$ cat config.mk
export PLATFORM = sky130hd
export DESIGN_NAME = extended_stack_instr_exec
export DESIGN_NICKNAME = d
export VERILOG_FILES = /design/src/ext_stack_pkg.sv /design/src/extended_stack_instr_exec.sv
export SDC_FILE = /design/constraint.sdc
export NUM_CORES = 1
export LEC_CHECK = 0
export BUFFER_PORTS_ARGS = -buffer_cell sky130_fd_sc_hd__buf_2
export CAP_MARGIN = 10
export CORE_MARGIN = 5
export CORE_UTILIZATION = 55
export CTS_CLUSTER_DIAMETER = 120
export DETAILED_ROUTE_END_ITERATION = 12
export PLACE_DENSITY = 0.86
export SYNTH_ARGS = -nofsm -noshare
export SYNTH_HDL_FRONTEND = slang
export SYNTH_SLANG_ARGS = --single-unit
$ cat constraint.sdc
create_clock -name core_clk -period 3.4 [get_ports core_clk]
set_input_delay 0.17 -clock core_clk [delete_from_list [all_inputs] [get_ports core_clk]]
set_output_delay 0.17 -clock core_clk [all_outputs]
set_load 0.02 [all_outputs]
$ cat src/ext_stack_pkg.sv
`default_nettype none
package ext_stack_pkg;
	// Widths of the data space, the program counter and the opcode word.
	localparam int ADDR_W = 12;
	localparam int PC_W = 21;
	localparam int WORD_W = 16;
	localparam int DATA_W = 8;
	localparam int OFS_W = 7;

	// Opcode patterns of the four extended instructions.
	localparam logic [15:0] OP_CALL_WORKING_REGISTER = 16'h0014;
	localparam logic [7:0] OP_MOVE_HI = 8'hEB;
	localparam logic [7:0] OP_PUSH_HI = 8'hFA;
	localparam logic [3:0] WORD2_PREFIX = 4'hF;
	localparam int MOVE_KIND_BIT = 7;

	// Return address step and frame pointer step.
	localparam logic [20:0] PC_STEP = 21'h000002;
	localparam logic [11:0] FP_STEP = 12'h001;

	// Indirect access registers: three groups of five addresses counting down.
	localparam logic [11:0] IND_BASE0 = 12'hFEF;
	localparam logic [11:0] IND_BASE1 = 12'hFE7;
	localparam logic [11:0] IND_BASE2 = 12'hFDF;
	localparam logic [11:0] IND_SPAN = 12'h005;
	localparam logic [7:0] READ_AS_ZERO = 8'h00;

	// Values after reset.
	localparam logic [11:0] ADDR_RST = 12'h000;
	localparam logic [20:0] PC_RST = 21'h000000;
	localparam logic [7:0] DATA_RST = 8'h00;

	typedef enum logic [1:0] {ST_IDLE, ST_CALL_NOP, ST_MOVE2} exec_state_t;

	// True when the address selects one of the indirect access registers.
	function automatic logic isIndirect(input logic [11:0] a);
		logic [11:0] d0;
		logic [11:0] d1;
		logic [11:0] d2;
		d0 = IND_BASE0 - a;
		d1 = IND_BASE1 - a;
		d2 = IND_BASE2 - a;
		return (a <= IND_BASE0 && d0 < IND_SPAN) || (a <= IND_BASE1 && d1 < IND_SPAN)
			|| (a <= IND_BASE2 && d2 < IND_SPAN);
	endfunction

	// Frame pointer plus a 7-bit offset, wrapping inside the 4096-byte space.
	function automatic logic [11:0] offsetAddr(input logic [11:0] fp, input logic [6:0] z);
		return fp + {5'h00, z};
	endfunction
endpackage
`default_nettype wire

$ cat src/extended_stack_instr_exec.sv
// How it works
// [RULE_01] Indirect call pushes call address plus two.
// [RULE_02] Indirect call loads low PC from W.
// [RULE_03] High and upper PC come from latches.
// [RULE_04] Indirect call: one word, two cycles.
// [RULE_05] Call leaves W, flags, bank select untouched.
// [RULE_06] File move source is frame pointer plus offset.
// [RULE_07] File move destination is second-word 12-bit literal.
// [RULE_08] Move addresses span whole 4096-byte space.
// [RULE_09] Software never targets PC low or stack top.
// [RULE_10] Indirect register source reads as zero.
// [RULE_11] Indexed move: both addresses pointer plus offset.
// [RULE_12] Indirect destination of indexed move writes nothing.
// [RULE_13] Push writes literal at frame pointer address.
// [RULE_14] Push then decrements pointer, single cycle.
// [RULE_15] Moves: read first cycle, write after second.
// [RULE_16] No instruction touches arithmetic status flags.
`timescale 1ns/1ps
`default_nettype none

module extended_stack_instr_exec (
	// Clock and reset.
	input wire logic core_clk,
	input wire logic nrst,
	// Fetched opcode word and the address it was fetched from.
	input wire logic opValid,
	input wire logic [15:0] opWord,
	input wire logic [20:0] pcIn,
	// Core registers read by the instructions.
	input wire logic [7:0] workReg,
	input wire logic [7:0] pcHighLatch,
	input wire logic [7:0] pcUpperLatch,
	input wire logic [11:0] framePtr,
	// Data memory read port; data answers in the cycle the enable is high.
	output logic memRdEn_r,
	output logic [11:0] memRdAddr_r,
	input wire logic [7:0] memRdData,
	// Data memory write port.
	output logic memWrEn_r,
	output logic [11:0] memWrAddr_r,
	output logic [7:0] memWrData_r,
	// Program counter load and return stack push.
	output logic pcLoad_r,
	output logic [20:0] pcTarget_r,
	output logic stackPush_r,
	output logic [20:0] stackData_r,
	// Frame pointer update.
	output logic fpLoad_r,
	output logic [11:0] fpValue_r,
	// Sequencing status towards the fetch logic.
	output logic busy_r,
	output logic wantWord2_r
);

	// Decoded view of the word that stands on the fetch port this cycle.
	logic isCall;
	logic isMove;
	logic isPush;
	logic word2Ok;
	logic [11:0] srcAddr;
	logic [11:0] dstIdx;
	logic [11:0] dstAddr;
	logic dstIndirect;
	logic [7:0] srcByte;
	logic [7:0] moveData;

	// Sequencer state and what the first move word leaves for the second.
	ext_stack_pkg::exec_state_t state_r;
	ext_stack_pkg::exec_state_t state_nxt;
	logic kindIdx_r;
	logic kindIdx_nxt;
	logic srcZero_r;
	logic srcZero_nxt;
	logic [7:0] rdHold_r;
	logic [7:0] rdHold_nxt;

	// Next values of the registered outputs.
	logic memRdEn_nxt;
	logic [11:0] memRdAddr_nxt;
	logic memWrEn_nxt;
	logic [11:0] memWrAddr_nxt;
	logic [7:0] memWrData_nxt;
	logic pcLoad_nxt;
	logic [20:0] pcTarget_nxt;
	logic stackPush_nxt;
	logic [20:0] stackData_nxt;
	logic fpLoad_nxt;
	logic [11:0] fpValue_nxt;
	logic busy_nxt;
	logic wantWord2_nxt;

	// Opcode decode and address arithmetic, shared by every state.
	always_comb begin
		isCall = (opWord == ext_stack_pkg::OP_CALL_WORKING_REGISTER);
		isMove = (opWord[15:8] == ext_stack_pkg::OP_MOVE_HI);
		isPush = (opWord[15:8] == ext_stack_pkg::OP_PUSH_HI);
		word2Ok = (opWord[15:12] == ext_stack_pkg::WORD2_PREFIX);
		// Offsets wrap inside the 12-bit space, so every byte is reachable.
		srcAddr = ext_stack_pkg::offsetAddr(framePtr, opWord[6:0]); // RULE_06 RULE_08
		// The second indexed word carries its offset in the same low seven bits.
		dstIdx = ext_stack_pkg::offsetAddr(framePtr, opWord[6:0]); // RULE_11
		dstAddr = kindIdx_r ? dstIdx : opWord[11:0]; // RULE_07
		dstIndirect = kindIdx_r && ext_stack_pkg::isIndirect(dstIdx); // RULE_12
		// The read port answers only while its enable stands.
		// A stalled second word therefore takes the copy held from that cycle.
		srcByte = memRdEn_r ? memRdData : rdHold_r;
		moveData = srcZero_r ? ext_stack_pkg::READ_AS_ZERO : srcByte; // RULE_10
	end

	// Next state and next outputs. Strobes default low, so each stands for one cycle.
	// The sequencer trusts the fetch logic to offer a move's second word next;
	// any other word offered then is taken as that second word.
	always_comb begin
		state_nxt = state_r;
		kindIdx_nxt = kindIdx_r;
		srcZero_nxt = srcZero_r;
		rdHold_nxt = srcByte;
		memRdEn_nxt = 1'h0;
		memRdAddr_nxt = memRdAddr_r;
		memWrEn_nxt = 1'h0;
		memWrAddr_nxt = memWrAddr_r;
		memWrData_nxt = memWrData_r;
		pcLoad_nxt = 1'h0;
		pcTarget_nxt = pcTarget_r;
		stackPush_nxt = 1'h0;
		stackData_nxt = stackData_r;
		fpLoad_nxt = 1'h0;
		fpValue_nxt = fpValue_r;
		busy_nxt = 1'h0;
		wantWord2_nxt = 1'h0;
		// Nothing here writes the working register, the flags or the bank select.
		unique case (state_r) // RULE_05 RULE_16
			ext_stack_pkg::ST_IDLE: begin
				if (opValid && isCall) begin
					// Return address push and the target load from W and the two latches, on the same edge.
					stackPush_nxt = 1'h1; // RULE_01
					stackData_nxt = pcIn + ext_stack_pkg::PC_STEP; // RULE_01
					pcLoad_nxt = 1'h1; // RULE_02
					pcTarget_nxt = {pcUpperLatch[4:0], pcHighLatch, workReg}; // RULE_02 RULE_03
					busy_nxt = 1'h1; // RULE_04
					state_nxt = ext_stack_pkg::ST_CALL_NOP; // RULE_04
				end else if (opValid && isMove) begin
					// The source read goes out now; its data is taken in the next cycle.
					memRdEn_nxt = 1'h1; // RULE_15
					memRdAddr_nxt = srcAddr; // RULE_06
					kindIdx_nxt = opWord[ext_stack_pkg::MOVE_KIND_BIT]; // RULE_11
					srcZero_nxt = ext_stack_pkg::isIndirect(srcAddr); // RULE_10
					busy_nxt = 1'h1;
					wantWord2_nxt = 1'h1;
					state_nxt = ext_stack_pkg::ST_MOVE2;
				end else if (opValid && isPush) begin
					// Store and pointer step land on the same edge.
					memWrEn_nxt = 1'h1; // RULE_13
					memWrAddr_nxt = framePtr; // RULE_13
					memWrData_nxt = opWord[7:0]; // RULE_13
					fpLoad_nxt = 1'h1; // RULE_14
					fpValue_nxt = framePtr - ext_stack_pkg::FP_STEP; // RULE_14
				end
			end
			ext_stack_pkg::ST_CALL_NOP: begin
				// Dead cycle while the new target is fetched; the word offered is dropped.
				state_nxt = ext_stack_pkg::ST_IDLE; // RULE_04
			end
			ext_stack_pkg::ST_MOVE2: begin
				if (!opValid) begin
					// Fetch stalled: keep asking for the second word.
					busy_nxt = 1'h1;
					wantWord2_nxt = 1'h1;
				end else begin
					state_nxt = ext_stack_pkg::ST_IDLE;
					// A malformed second word or an indirect destination writes nothing.
					if (word2Ok && !dstIndirect) begin // RULE_12
						memWrEn_nxt = 1'h1; // RULE_15
						memWrAddr_nxt = dstAddr; // RULE_07 RULE_11
						memWrData_nxt = moveData; // RULE_10
					end
				end
			end
			default: begin
				state_nxt = ext_stack_pkg::ST_IDLE;
			end
		endcase
	end

	// Registers only; every output leaves straight from a flip-flop.
	always_ff @(posedge core_clk or negedge nrst) begin
		if (!nrst) begin
			state_r <= ext_stack_pkg::ST_IDLE;
			kindIdx_r <= 1'h0;
			srcZero_r <= 1'h0;
			rdHold_r <= ext_stack_pkg::DATA_RST;
			memRdEn_r <= 1'h0;
			memRdAddr_r <= ext_stack_pkg::ADDR_RST;
			memWrEn_r <= 1'h0;
			memWrAddr_r <= ext_stack_pkg::ADDR_RST;
			memWrData_r <= ext_stack_pkg::DATA_RST;
			pcLoad_r <= 1'h0;
			pcTarget_r <= ext_stack_pkg::PC_RST;
			stackPush_r <= 1'h0;
			stackData_r <= ext_stack_pkg::PC_RST;
			fpLoad_r <= 1'h0;
			fpValue_r <= ext_stack_pkg::ADDR_RST;
			busy_r <= 1'h0;
			wantWord2_r <= 1'h0;
		end else begin
			state_r <= state_nxt;
			kindIdx_r <= kindIdx_nxt;
			srcZero_r <= srcZero_nxt;
			rdHold_r <= rdHold_nxt;
			memRdEn_r <= memRdEn_nxt;
			memRdAddr_r <= memRdAddr_nxt;
			memWrEn_r <= memWrEn_nxt;
			memWrAddr_r <= memWrAddr_nxt;
			memWrData_r <= memWrData_nxt;
			pcLoad_r <= pcLoad_nxt;
			pcTarget_r <= pcTarget_nxt;
			stackPush_r <= stackPush_nxt;
			stackData_r <= stackData_nxt;
			fpLoad_r <= fpLoad_nxt;
			fpValue_r <= fpValue_nxt;
			busy_r <= busy_nxt;
			wantWord2_r <= wantWord2_nxt;
		end
	end
endmodule
`default_nettype wire

; ---- Word-level counts from Yosys, hierarchy flattened
; Index checks and enable logic that the tools add are counted.
[classes]
eq_ne = 11
n_lt_le_gt_ge = 6
n_mux = 35
reduce_logical = 18
bitwise_logic = 2
addsub = 6
[ops]
columns = op, n
row1 = 12-bit two-way mux, 6
row2 = 8-bit two-way mux, 7
row3 = 12-bit less-or-equal comparator (second input constant), 3
row4 = 12-bit by 3-bit < comparator with 1-bit output (second input constant), 3
row5 = 12-bit subtractor (first input constant), 3
row6 = 12-bit case mux with 2 select lines, 1
row7 = 21-bit by 2-bit adder with 21-bit output (second input constant), 1
row8 = 16-bit by 5-bit == test with 1-bit output (second input constant), 1
row9 = 8-bit == test (second input constant), 2
row10 = 8-bit case mux with 2 select lines, 1
row11 = 1-bit two-way mux, 13
row12 = 12-bit by 7-bit adder with 12-bit output, 1
row13 = 12-bit by 1-bit subtractor with 12-bit output (second input constant), 1
row14 = 2-bit inequality test (second input constant), 5
row15 = 1-bit logical AND, 8
row16 = 2-bit two-way mux, 3
row17 = 1-bit case mux with 2 select lines, 3
row18 = 6-bit AND reduction, 1
row19 = 4-bit == test (second input constant), 1
row20 = 2-bit case mux with 2 select lines, 1
row21 = 2-bit AND reduction, 2
row22 = 4-bit AND reduction, 1
row23 = 3-bit inequality test (second input constant), 1
row24 = 3-bit AND reduction, 1
row25 = 6 further kinds, 8
[word_totals]
out_inout_bits = 93
register_bits = 104
input_bits = 84
word_cells = 94

; ---- Logic depth before layout (Yosys ltp)
; Gate-level depths: netlist (run 1).
[depth]
depth_word = 12
depth_mapped = 15
ltp_nobuf = 14

; ---- Worst setup path after synthesis (run 1)
; No wires, ideal clock.
[synth_path]
path_kind = input to register
startpoint = input opWord[0]
endpoint = register memWrAddr_r[0]
cell_stages = 14
t_required_ns = 3.275
path_slack_ns = 0.178
arrival_time_ns = 3.097
setup_time_ns = 0.125
path_cell_list = ha_1 inv_1 fa_1 and2b_1 o21a_1 o211ai_2 ha_1 a21oi_1 xor2_1 nor4_1 o2111ai_2 a21oi_4 buf_6 mux2_4
[synth_between]
elab_chain_len = 11
elab_cells_between_ends = 27
[synth_rtl]
columns = item, line_no
row1 = "start, declared", extended_stack_instr_exec.sv:27  ; input wire logic [15:0] opWord,
row2 = 12-bit by 7-bit adder with 12-bit output (*), ext_stack_pkg.sv:49  ; return fp + {5'h00, z};
row3 = net dstIdx[6], extended_stack_instr_exec.sv:61  ; logic [11:0] dstIdx;
row4 = 12-bit subtractor (on tied branches), "ext_stack_pkg.sv:40, ext_stack_pkg.sv:41"
row5 = 12-bit by 3-bit < comparator with 1-bit output, ext_stack_pkg.sv:43  ; return (a <= IND_BASE0 && d0 < IND_SPAN) || (a <= IND_BASE1 && d1 < IND_SPAN)
row6 = 1-bit logical AND, ext_stack_pkg.sv:43
row7 = 1-bit logical OR, ext_stack_pkg.sv:43
row8 = 1-bit logical OR (*), ext_stack_pkg.sv:44  ; || (a <= IND_BASE2 && d2 < IND_SPAN);
row9 = 1-bit logical AND (*), extended_stack_instr_exec.sv:103  ; dstIndirect = kindIdx_r && ext_stack_pkg::isIndirect(dstIdx);
row10 = 1-bit logical NOT (*), extended_stack_instr_exec.sv:172  ; if (word2Ok && !dstIndirect) begin
row11 = 1-bit logical AND (*), extended_stack_instr_exec.sv:172
row12 = 2-bit inequality test (no line) (*), n/a
row13 = 6-bit AND reduction (no line) (*), n/a
row14 = "end signal, assigned", extended_stack_instr_exec.sv:195  ; memWrAddr_r <= ext_stack_pkg::ADDR_RST;
row15 = "end signal, assigned", extended_stack_instr_exec.sv:213  ; memWrAddr_r <= memWrAddr_nxt;
row16 = "end, declared", extended_stack_instr_exec.sv:40  ; output logic [11:0] memWrAddr_r,
; Mark *: on every way through the listed nets, which the timed path passes. The rest lies on a longest branch. The select of a mux whose other input is x is not followed.
; A chain may end at the register's enable or synchronous reset.

; ---- Worst setup path after layout (run 1)
[layout_path]
startpoint = input framePtr[0]
endpoint = register memWrData_r[7]
[layout_between]
elab_chain_len = 11
elab_cells_between_ends = 20
[layout_rtl]
columns = item, line_no
row1 = "start, declared", extended_stack_instr_exec.sv:33  ; input wire logic [11:0] framePtr,
row2 = 12-bit by 7-bit adder with 12-bit output (*), ext_stack_pkg.sv:49
row3 = 12-bit subtractor (on tied branches), "ext_stack_pkg.sv:40, ext_stack_pkg.sv:41"
row4 = 12-bit by 3-bit < comparator with 1-bit output, ext_stack_pkg.sv:43
row5 = 1-bit logical AND, ext_stack_pkg.sv:43
row6 = 1-bit logical OR, ext_stack_pkg.sv:43
row7 = 1-bit logical OR (*), ext_stack_pkg.sv:44
row8 = 1-bit logical AND (*), extended_stack_instr_exec.sv:103
row9 = 1-bit logical NOT (*), extended_stack_instr_exec.sv:172
row10 = 1-bit logical AND (*), extended_stack_instr_exec.sv:172
row11 = 2-bit inequality test (no line) (*), n/a
row12 = 6-bit AND reduction (no line) (*), n/a
row13 = "end signal, assigned", extended_stack_instr_exec.sv:196  ; memWrData_r <= ext_stack_pkg::DATA_RST;
row14 = "end signal, assigned", extended_stack_instr_exec.sv:214  ; memWrData_r <= memWrData_nxt;
row15 = "end, declared", extended_stack_instr_exec.sv:41  ; output logic [7:0] memWrData_r,
; Every way passes the cells marked *; elsewhere a longest branch is shown, timed or not.

==> out/metrics.cfg, run 1 <==
[cts]
cts.clk_slew.worst_paths_ns = 0.11
cts_tree = built
htree_levels = 3
cts_num_sinks = 104
clockRootBuffer = clkbuf_8
max-clock-path-buffers = 2
post_cts.repair.setup_buffers = 0
tritoncts.num_buffers = 9
postCtsHoldBufs = 4
cts.repair.resized = 0
clk-insertion-delay-late_ns = 0.38

[global_routing]
grt_usage_pct = 26.18
grt_first_pass_wirelength_um = 24120
grt_max_degree = 49
grt_pass1_vias = 4872
antenna_found_initial = 0
grt_overflow_total = 0

[status]
outcome = finished clean

[sta]
max_slew.worst_pin.slew_ns = 0.8094
finalWorstSetupSlack_ns = 0.2823
grt_setup_unrepaired = no
timing.max_slew.rel_slack_pct = 46.04
post-route-min-period_ns = 3.118
final.hold.worst_slack_ns = 0.01615
clock-skew-final_ns = 0.01224
period_share_pct = 91.70
setup_viol_count_final = 0
setup_tns_ns = 0
finalMaxSlewViolations = 0
report.final.hold_viol_count = 0
achievable-frequency_ghz = 0.3208

[routing]
avgViaCountPerCell = 5.573
wire_per_inst_um = 17.59
post-route-drc-count = 0
postRouteAntennaNets = 0
drt-pass1-iter-count = 5
drt_iter0_drc = 343
detailroute.via_count = 4860
route.final.wire_length_um = 15340

[floorplan]
fp-row-count = 36
dieArea_um2 = 12010
start_util_pct = 56.08
floorplan.core_area_um2 = 9729
ioPinCount = 177
fp.dieW_um = 109.6
chipHeight_um = 109.6

[logic_synthesis]
synth_top_cell_by_area = dfrtp_1
async_flop_share_pct = 100.0
synth_area_um2 = 5456
postSynthRegisterBits = 104
synth-warning-count = 0
yosysUniqueCellTypes = 63
synth-main-ff-cell = dfrtp_1
synth.top_cells.by_area = dfrtp_1 (48%), mux2_2 (6.6%), nand2_1 (4.3%)
avgSynthCellArea_um2 = 10.33
synth_cells = 528
synth_seq_area_share_pct = 47.70
synth-edff-count = 0
yosysTopAreaCellShare_pct = 47.70
syn-num-nets = 625

[cells_and_area]
n_antenna_cell = 0
drive_gt1_share_pct = 39.11
stdcell_area_um2 = 6940
layout.nets = 831
layoutNonFillerInstCount = 872
finish.utilization_pct = 71.33
areaGrowthSynthToFinish_pct = 27.20

[place]
dpl-instance-area_um2 = 6711
place.detailed.hpwl_um = 12080
final_estimated_routing_congestion_in_global_placement = 0.9225
cell_count_after_placement = 852
port_buffer_count = 173
placement.setup.worst_slack_ns = -0.09046

[run]
max_cap_violations = 0

[setup_path]
critical_path_peak_fanout = 17
cp_data_arrival_time_ns = 3.38
critical_path_class = in -> reg
endpoint_kind = flop
timing.critical_path.required_ns = 3.66
setup.worst_path.start_class = input pin

[power_and_ir_drop]
total_power_mw = 2.630
max-vdd-ir-drop_v = 0.0002492
power-per-cell-area_nw_per_um2 = 378.9
static-leakage-power_nw = 3.686

[hold_path]
holdCritPathClass = in -> reg

## worst paths after layout
| path | startpoint | to | slack [ns] | cells after the start |
|---|---|---|---|---|
| setup / recovery | framePtr[0] | memWrData_r[7] | 0.28 | 15 |
| hold / removal | pcUpperLatch[3] | pcTarget_r[19] | 0.02 | 2 |
| setup reg to reg | state_r[1] | stackData_r[11] | 1.23 | 6 |
| hold reg to reg | fpValue_r[11] | fpValue_r[11] | 0.48 | 2 |
| max in group asynchronous | nrst | rdHold_r[7] | 2.24 | 3 |
| min in group asynchronous | nrst | memRdAddr_r[1] | 0.32 | 2 |
## placed cells by master (no fill, tap or decap), drive strengths merged, types with 4 or more instances in the layout
| master | netlist | final |
|---|---|---|
| dfrtp | 104 | 104 |
| ha | 12 | 12 |
| nor4 | 7 | 7 |
| o211ai | 4 | 4 |
| xnor2 | 20 | 20 |
| nor2 | 36 | 36 |
| inv | 17 | 19 |
| nor2b | 4 | 4 |
| o21ai | 37 | 37 |
| nand2 | 63 | 63 |
| nand2b | 5 | 5 |
| and3 | 4 | 4 |
| nand4 | 5 | 5 |
| mux2i | 9 | 9 |
| a22o | 9 | 9 |
| xor2 | 19 | 19 |
| a31oi | 4 | 4 |
| mux2 | 49 | 49 |
| a21oi | 33 | 33 |
| clkbuf | 18 | 10 |
| nand3 | 13 | 13 |
| or3 | 7 | 7 |
| nor3 | 7 | 7 |
| buf | 6 | 215 |
| dlygate4sd3 | 0 | 4 |
| a211oi | 5 | 5 |
## registers in the layout, indices dropped and copies added (netlist names), 2 cells and up
| register | cells |
|---|---|
| state_r | 2 |
| fpValue_r | 12 |
| memRdAddr_r | 12 |
| stackData_r | 21 |
| pcTarget_r | 21 |
| memWrAddr_r | 12 |
| memWrData_r | 8 |
| rdHold_r | 8 |
## area by class of cell
class / count / area, um2
fillers: 766 / 2789
multi-input cells: 382 / 2679
flip-flops and latches: 104 / 2603
repair buffers: 219 / 1236
well taps: 133 / 166.4
clock buffers: 10 / 137.6
inverters: 18 / 67.56
clock inverters: 6 / 51.30
## cell families (layout without fill, tap and decap cells)
| logic type | count (synthesis) | in the layout | share of synthesized area (%) |
|---|---|---|---|
| and+or+nand+nor | 161 | 161 | 13.83 |
| adders and majority gates | 13 | 13 | 3.118 |
| xor gates and xnor gates | 39 | 39 | 6.398 |
| buffers and inverters | 42 | 253 | 3.325 |
| AOI/OAI and AO/OA | 111 | 111 | 13.19 |
| DFF | 104 | 104 | 47.70 |
| muxes | 58 | 58 | 12.45 |
## worst max-delay path, stage by stage
cell      delay (ns)
buf_2           0.13
ha_1            0.20
inv_1           0.07
fa_1            0.17
and2b_1         0.21
o21a_1          0.22
buf_4           0.15
o21ai_1         0.21
mux2_2          0.40
a221oi_1        0.31
nand4_1         0.19
nor2b_1         0.21
a21oi_4         0.20
buf_12          0.19
mux2_1          0.34
## per-layer routing
| metal | global-route usage [%] | vias up | share of wire [%] |
|---|---|---|---|
| met5 | 0 | - | 0 |
| met1 | 35.15 | 2348 | 43 |
| li1 | - | 2269 | - |
| met3 | 3.934 | 37 | 6.1 |
| met4 | 12.56 | 0 | 3.5 |
| met2 | 41.76 | 206 | 47 |
## synthesized netlist by cell type (2+ instances only)
library cell  count
o22ai_1           2
o21a_1            2
inv_1            14
a21oi_1          31
nand3_1          13
nand2_1          62
ha_1             12
or4b_2            2
clkbuf_1         17
a22o_1            9
xor2_1           19
buf_6             2
mux2i_1           9
nor3_1            7
nor2_1           36
o2111ai_1         2
mux2_1            7
xnor2_1          19
buf_2             3
dfrtp_1         104
mux2_4           10
o21ai_0          34
inv_2             3
o211ai_2          3
o21ai_1           3
and3_1            4
or3_1             7
a31oi_1           4
a2bb2oi_1         2
a211oi_1          4
nand4_1           5
mux2_2           32
nor2b_1           4
nor4_1            7
nand2b_1          5
o221ai_1          2
## where the power goes
group	switching [mW]	total, mW	internal [mW]
clock network	0.458	0.755	0.297
registers	0.0272	1.30	1.28
logic	0.324	0.570	0.246
(Power assumes the default switching activity.)
==> inputs of run 2 (changes only) <==
--- a/config.mk
+++ b/config.mk
@@ -5,10 +5,11 @@
 export SDC_FILE = /design/constraint.sdc
 export NUM_CORES = 1
 export LEC_CHECK = 0
+export ABC_AREA = 1
 export BUFFER_PORTS_ARGS = -buffer_cell sky130_fd_sc_hd__buf_2
 export CAP_MARGIN = 10
 export CORE_MARGIN = 5
-export CORE_UTILIZATION = 55
+export CORE_UTILIZATION = 56
 export CTS_CLUSTER_DIAMETER = 120
 export DETAILED_ROUTE_END_ITERATION = 12
 export PLACE_DENSITY = 0.86
==> run 2 against run 1 <==
  * Synthesized area increased by 7.8%
  * First-iteration DRC count increased by 26%
  * Design area increased by 4.0%
  * Sequential cell count unchanged
==> out/metrics.cfg, run 2 <==
[setup_path]
critical_path_class = in -> reg  ; unchanged
critical_path.top_delay_family = simple AND/OR/NAND/NOR gates  ; was compound AO/OA/AOI/OAI gates
crit_top_cell = nand2_1
critical_path_peak_fanout = 21  ; was 17
slowest_stage = fa_1  ; was mux2_2
endpoint_kind = flop  ; unchanged
timing.critical_path.required_ns = 3.65  ; was 3.66 ns
largest_incremental_delay_on_the_critical_path_ns = 0.40  ; about the same
cp_data_arrival_time_ns = 3.35  ; was 3.38 ns
worst-path-buf-inv = 7  ; was 4
r2r_start = state_r[0]  ; was state_r[1]
reg2reg_setup_slack_ns = 1.29  ; was 1.23 ns
setup.worst_path.start_class = input pin  ; unchanged
crit_start = opWord[0]  ; was framePtr[0]

[power_and_ir_drop]
max-vdd-ir-drop_v = 0.0002190  ; was 0.0002492 V
power-per-cell-area_nw_per_um2 = 356.8  ; was 378.9 nW/um2
total_power_mw = 2.575  ; was 2.630 mW
static-leakage-power_nw = 4.153  ; was 3.686 nW

[floorplan]
start_util_pct = 57.26  ; was 56.08%
fp.dieW_um = 112.5  ; was 109.6 um
fp-row-count = 37  ; was 36
ioPinCount = 177  ; unchanged
dieArea_um2 = 12660  ; was 12010 um2
chipHeight_um = 112.5  ; was 109.6 um
floorplan.core_area_um2 = 10280  ; was 9729 um2

[cts]
cts_tree = built  ; unchanged
max-clock-path-buffers = 2  ; unchanged
clockRootBuffer = clkbuf_8  ; unchanged
tritoncts.num_buffers = 9  ; unchanged
post_cts.repair.setup_buffers = 0  ; unchanged
cts_num_sinks = 104  ; unchanged
clk-insertion-delay-late_ns = 0.36  ; was 0.38 ns
cts.clk_slew.worst_paths_ns = 0.10  ; was 0.11 ns
htree_levels = 3  ; unchanged

[run]
max_cap_violations = 0  ; unchanged

[cells_and_area]
seq_area_um2 = 2603  ; unchanged
layout.nets = 1058  ; was 831
stdcell_area_um2 = 7218  ; was 6940 um2
n_antenna_cell = 0  ; unchanged
registers_with_the_most_flip_flops = pcTarget_r x21, stackData_r x21  ; unchanged
mostFrequentLayoutCells = nand2_1 (281), buf_2 (172), dfrtp_1 (104), nand3_1 (65), inv_1 (58)  ; was buf_2 (172), dfrtp_1 (104), nand2_1 (62), buf_4 (42), nor2_1 (36)
multiInputGateArea_um2 = 2894  ; was 2679 um2
drive_gt1_share_pct = 25.26  ; was 39.11%
fillerInstances = 899  ; was 766
areaGrowthSynthToFinish_pct = 22.67  ; was 27.20%
layoutNonFillerInstCount = 1102  ; was 872
final_common_cell = nand2_1  ; was buf_2

[logic_synthesis]
syn-num-nets = 879  ; was 625
synth.cells.most_frequent = nand2_1 (281), dfrtp_1 (104), nand3_1 (65)  ; was dfrtp_1 (104), nand2_1 (62), nor2_1 (36)
postSynthRegisterBits = 104  ; unchanged
synth_seq_area_share_pct = 44.23  ; was 47.70%
synth-edff-count = 0  ; unchanged
synth-main-ff-cell = dfrtp_1  ; unchanged
async_flop_share_pct = 100.0  ; unchanged
synth_area_um2 = 5884  ; was 5456 um2
yosysUniqueCellTypes = 39  ; was 63
synth.top_cells.by_area = dfrtp_1 (44%), nand2_1 (18%), nand3_1 (5.5%)  ; was dfrtp_1 (48%), mux2_2 (6.6%), nand2_1 (4.3%)
synth_cells = 782  ; was 528
top_count_cell_post_synth = nand2_1  ; was dfrtp_1
synth-warning-count = 0  ; unchanged
synth_top_cell_by_area = dfrtp_1  ; unchanged
yosysTopAreaCellShare_pct = 44.23  ; was 47.70%
avgSynthCellArea_um2 = 7.525  ; was 10.33 um2

[place]
dpl-instance-area_um2 = 6875  ; was 6711 um2
placement.setup.worst_slack_ns = -0.02910  ; was -0.09046 ns
final_estimated_routing_congestion_in_global_placement = 0.9326  ; was 0.9225
cell_count_after_placement = 1072  ; was 852
place.detailed.hpwl_um = 12360  ; was 12080 um
port_buffer_count = 173  ; unchanged

[routing]
post-route-drc-count = 0  ; unchanged
drt_iter0_drc = 432  ; was 343
route.final.wire_length_um = 16330  ; was 15340 um
wire_per_inst_um = 14.82  ; was 17.59 um
drt-pass1-iter-count = 5  ; unchanged
avgViaCountPerCell = 5.286  ; was 5.573
detailroute.via_count = 5825  ; was 4860
postRouteAntennaNets = 0  ; unchanged

[hold_path]
holdCritPathClass = in -> reg  ; unchanged
hold_start = workReg[0]  ; was pcUpperLatch[3]

[sta]
achievable-frequency_ghz = 0.3231  ; was 0.3208 GHz
setup_tns_ns = 0  ; unchanged
post-route-min-period_ns = 3.095  ; was 3.118 ns
setup_viol_count_final = 0  ; unchanged
max_slew.worst_pin.slew_ns = 0.9245  ; was 0.8094 ns
timing.max_slew.rel_slack_pct = 38.21  ; was 46.04%
clock-skew-final_ns = 0.008810  ; was 0.01224 ns
finalWorstSetupSlack_ns = 0.3051  ; was 0.2823 ns
finalMaxSlewViolations = 0  ; unchanged
grt_setup_unrepaired = no  ; unchanged
period_share_pct = 91.03  ; was 91.70%
report.final.hold_viol_count = 0  ; unchanged

[global_routing]
grt_max_degree = 57  ; was 49
grt_usage_pct = 25.60  ; was 26.18%
antenna_found_initial = 0  ; unchanged
grt_pass1_vias = 5511  ; was 4872
grt_first_pass_wirelength_um = 26520  ; was 24120 um
grt_overflow_total = 0  ; unchanged

[status]
outcome = finished clean  ; unchanged

[run 2: changes by cell type after synthesis, sizes merged, moves of 13 or more]
cell,before,now
a21oi,33,19
inv,17,65
mux2,49,0
nand2,63,307
nand3,13,70
nor2,36,49
o21ai,37,56
[run 2: worst paths after layout]
kind,cells after the start,to
max in group asynchronous,3,memRdAddr_r[1]
worst max-delay path,29,memWrData_r[7]
worst min-delay path,3,pcTarget_r[0]
min in group asynchronous,2,fpValue_r[9]
worst max register to register,9,memWrData_r[7]
worst min register to register,1,stackData_r[13]
[run 2: power by group]
group,internal [mW],switching [mW],total (mW)
Clock,0.306,0.459,0.766
Combinational,0.182,0.332,0.514
Sequential,1.27,0.0216,1.30
[run 2: timing repair]
action,4_1_cts,5_1_grt
hold endpoints to repair,60,1
setup endpoints to repair,0,7
resized for setup,0,1
hold buffers,13,1
[run 2: cell families (layout without fill, tap and decap cells)]
kind of cell,after synthesis,in the layout,share of synthesized area (%)
compound gates,87,87,8.165
flops,104,104,44.23
fa+ha+maj,13,13,2.892
simple gates,458,458,34.40
buf+inv,95,279,6.592
xor+xnor,25,25,3.721
[run 2: metal layers]
metal  global-route usage, %  up-vias  part of all wire, %
met5                       0        -                    0
met4                   9.054        0                  2.9
met3                   4.690       41                  6.3
met2                   42.91      234                   50
met1                   33.38     2686                   41
li1                        -     2864                    -
[run 2: metrics by stage]
step | utilization (%) | hold WS [ns]
CTS | 70.10 | 0.00003633
global route | 70.23 | 0.001310
global placement | 66.90 | 0.2258
finish | 70.23 | 0.01305
floorplan | - | -0.1256
detailed placement | 66.90 | 0.2198
[run 2: final cells by class]
| class | count | area share, % |
|---|---|---|
| inverter | 68 | 3.536 |
| tap | 136 | 2.357 |
| multi-input combinational | 583 | 40.09 |
| sequential | 104 | 36.05 |
| clock inverter | 6 | 0.8494 |
| clock buffer | 10 | 1.907 |
| timing repair buffer | 195 | 15.20 |
[run 2: worst register-to-register path: stages (launching register included)]
cell,delay (ns)
dfrtp_1,0.39
nor2_1,0.10
buf_4,0.30
clkinv_1,0.35
nor4_1,0.34
nand3_2,0.15
nand2_2,0.10
buf_12,0.19
nand2_1,0.07
nand2_1,0.06
==> inputs of run 3 (changes only) <==
--- a/config.mk
+++ b/config.mk
@@ -10,9 +10,12 @@
 export CAP_MARGIN = 10
 export CORE_MARGIN = 5
 export CORE_UTILIZATION = 56
+export CTS_BUF_LIST = sky130_fd_sc_hd__clkbuf_16
 export CTS_CLUSTER_DIAMETER = 120
 export DETAILED_ROUTE_END_ITERATION = 12
+export GPL_ROUTABILITY_DRIVEN = 1
 export PLACE_DENSITY = 0.86
+export RECOVER_POWER = 100
 export SYNTH_ARGS = -nofsm -noshare
 export SYNTH_HDL_FRONTEND = slang
 export SYNTH_SLANG_ARGS = --single-unit
==> run 3 against run 2 <==
  * The run now ends with max-capacitance violations, max-slew violations left
  * Clock power grew 31%
  * First-iteration DRC count is 3.0% higher
  * Critical path depth unchanged
  * Critical endpoint is now memWrAddr_r[3]
==> out/metrics.cfg, run 3 (synthesized netlist as in run 2, its figures left out) <==
[status]
outcome = finished, violations left  ; was finished clean
violations = max-capacitance violations, max-slew violations

[place]
final_estimated_routing_congestion_in_global_placement = 0.9326  ; unchanged
place.detailed.hpwl_um = 12360  ; unchanged
port_buffer_count = 173  ; unchanged
placement.setup.worst_slack_ns = -0.02910  ; unchanged

[sta]
clock-skew-final_ns = 0.01007  ; was 0.008810 ns
post-route-min-period_ns = 3.084  ; was 3.095 ns
finalMaxSlewViolations = 49  ; was 0
final.hold.worst_slack_ns = 0.02147  ; was 0.01305 ns
timing.max_slew.rel_slack_pct = -76.31  ; was 38.21%
report.final.hold_viol_count = 0  ; unchanged
achievable-frequency_ghz = 0.3242  ; was 0.3231 GHz
period_share_pct = 90.71  ; was 91.03%
max_slew.worst_pin.slew_ns = 2.645  ; was 0.9245 ns
setup_viol_count_final = 0  ; unchanged
grt_setup_unrepaired = no  ; unchanged
finalWorstSetupSlack_ns = 0.3159  ; was 0.3051 ns

[cts]
max-clock-path-buffers = 2  ; unchanged
cts_num_sinks = 104  ; unchanged
cts.clk_slew.worst_paths_ns = 0.08  ; was 0.10 ns
clockRootBuffer = clkbuf_16  ; was clkbuf_8
clk-insertion-delay-late_ns = 0.34  ; was 0.36 ns
htree_levels = 3  ; unchanged
tritoncts.num_buffers = 9  ; unchanged
cts_tree = built  ; unchanged

[cells_and_area]
final_common_cell = nand2_1  ; unchanged
drive_gt1_share_pct = 15.01  ; was 25.26%
mostFrequentLayoutCells = nand2_1 (284), dfrtp_1 (104), clkbuf_1 (97), buf_2 (78), nand3_1 (65)  ; was nand2_1 (281), buf_2 (172), dfrtp_1 (104), nand3_1 (65), inv_1 (58)
fillerInstances = 951  ; was 899
registers_with_the_most_flip_flops = pcTarget_r x21, stackData_r x21  ; unchanged
n_antenna_cell = 0  ; unchanged
layout.nets = 1045  ; was 1058
areaGrowthSynthToFinish_pct = 19.73  ; was 22.67%

[routing]
route.final.wire_length_um = 16010  ; was 16330 um
postRouteAntennaNets = 0  ; unchanged
drt_iter0_drc = 445  ; was 432
wire_per_inst_um = 14.70  ; was 14.82 um
avgViaCountPerCell = 5.251  ; was 5.286
detailroute.via_count = 5718  ; was 5825
post-route-drc-count = 0  ; unchanged
drt-pass1-iter-count = 6  ; was 5

[hold_path]
hold_start = pcHighLatch[5]  ; was workReg[0]
holdCritPathClass = in -> reg  ; unchanged

[power_and_ir_drop]
power-per-cell-area_nw_per_um2 = 396.4  ; was 356.8 nW/um2
p_seq_share_pct = 46.4  ; was 50.3%
p_clk_share_pct = 35.9  ; was 29.7%
static-leakage-power_nw = 3.720  ; was 4.153 nW
switchingPower_uw = 842.6  ; was 813.1 uW
p_int_mw = 1.951  ; was 1.762 mW
comb_power_share_pct = 17.7  ; was 20.0%
max-vdd-ir-drop_v = 0.0002510  ; was 0.0002190 V
switching_share_pct = 30.17  ; was 31.57%

[setup_path]
timing.critical_path.required_ns = 3.63  ; was 3.65 ns
r2r_endpoint = pcTarget_r[6]  ; was memWrData_r[7]
reg2reg_depth = 6  ; was 9
endpoint_kind = flop  ; unchanged
setup.worst_path.start_class = input pin  ; unchanged
crit_top_cell = nand2_1  ; unchanged
reg2reg_setup_slack_ns = 1.27  ; was 1.29 ns
slowest_stage = fa_1  ; unchanged
cp-endpoint = memWrAddr_r[3]  ; was memWrData_r[7]
critical_path_peak_fanout = 21  ; unchanged
cp_data_arrival_time_ns = 3.31  ; was 3.35 ns
largest_incremental_delay_on_the_critical_path_ns = 0.39  ; was 0.40 ns
crit_start = opWord[0]  ; unchanged
critical_path_class = in -> reg  ; unchanged
r2r_start = state_r[1]  ; was state_r[0]

[floorplan]
ioPinCount = 177  ; unchanged
floorplan.core_area_um2 = 10280  ; unchanged
fp.dieW_um = 112.5  ; unchanged
start_util_pct = 57.26  ; unchanged
dieArea_um2 = 12660  ; unchanged
chipHeight_um = 112.5  ; unchanged
fp-row-count = 37  ; unchanged

[global_routing]
grt_overflow_total = 0  ; unchanged
antenna_found_initial = 0  ; unchanged
grt_max_degree = 57  ; unchanged
grt_pass1_vias = 5394  ; was 5511
grt_usage_pct = 25.01  ; was 25.60%
grt_first_pass_wirelength_um = 26030  ; was 26520 um

[run]
max_cap_violations = 1  ; was 0

run 3: changes by cell type in the layout (fill, tap and decap cells not counted), moves of 3 or more:
cell	previous run	this run
clkbuf_1	0	97
buf_2	172	78
dlygate4sd3_1	14	1
clkbuf_8	10	0
clkbuf_16	0	9
buf_4	6	3
nand2_1	281	284
nand2_2	21	18
run 3: layout make-up:
cell class	count	area, um2	share of cell area, %
sequential	104	2603	36.94
tap	136	170.2	2.415
clock inverter	7	65.06	0.9235
timing repair buffer	182	838.3	11.90
multi-input combinational	583	2889	41.01
inverter	68	255.2	3.623
clock buffer	9	225.2	3.197
run 3: worst max-delay path: cells and delay by family:
kind	cells	cell delay [ns]
AOI/OAI and AO/OA	1	0.05
adders and majority gates	3	0.84
buffers and inverters	7	0.75
and+or+nand+nor	18	1.47
run 3: routing by layer:
metal	wire (um)	part of all wire, %	up-vias	track usage, %
li1	-	-	2838	-
met1	6712	42	2641	33.34
met2	7926	50	211	42.03
met3	987	6.2	28	3.881
met4	380	2.4	0	7.933
met5	0	0	-	0
run 3: stage by stage:
stage / power [mW] / instance area [um2] / setup TNS (ns) / utilization [%] / instances
floorplan: 1.617 / 5884 / 0 / - / 782
global placement: 1.806 / 6875 / 0 / 66.90 / 1072
detailed placement: 1.816 / 6875 / -0.1550 / 66.90 / 1072
CTS: 2.815 / 7176 / 0 / 69.82 / 1089
global route: 2.916 / 7046 / 0 / 68.55 / 1089
finish: 2.793 / 7046 / 0 / 68.55 / 1089
run 3: how the worst min path moves through the flow:
| stage | endpoint | cells past startpoint |
|---|---|---|
| after floorplan | busy_r | 0 |
| after global placement | fpValue_r[9] | 1 |
| after detailed placement | fpValue_r[9] | 1 |
| after CTS | pcTarget_r[15] | 3 |
| after global routing | pcTarget_r[18] | 3 |
| final | pcTarget_r[13] | 3 |
run 3: what timing repair did:
action                                  in CTS  in global routing
hold buffers                                 1                  0
endpoints found under the hold margin       48                  0
endpoints found under the setup margin       0                 20
resized for setup                            0                  3
buffers inserted                             0                  0
run 3: power by group through the flow:
| stage | clock, mW | sequential [mW] | combinational [mW] |
|---|---|---|---|
| floorplan | 0 | 1.35 | 0.264 |
| global placement | 0 | 1.32 | 0.488 |
| detailed placement | 0 | 1.32 | 0.497 |
| CTS | 1.02 | 1.30 | 0.501 |
| global route | 1.07 | 1.30 | 0.550 |
| finish | 1.00 | 1.30 | 0.494 |
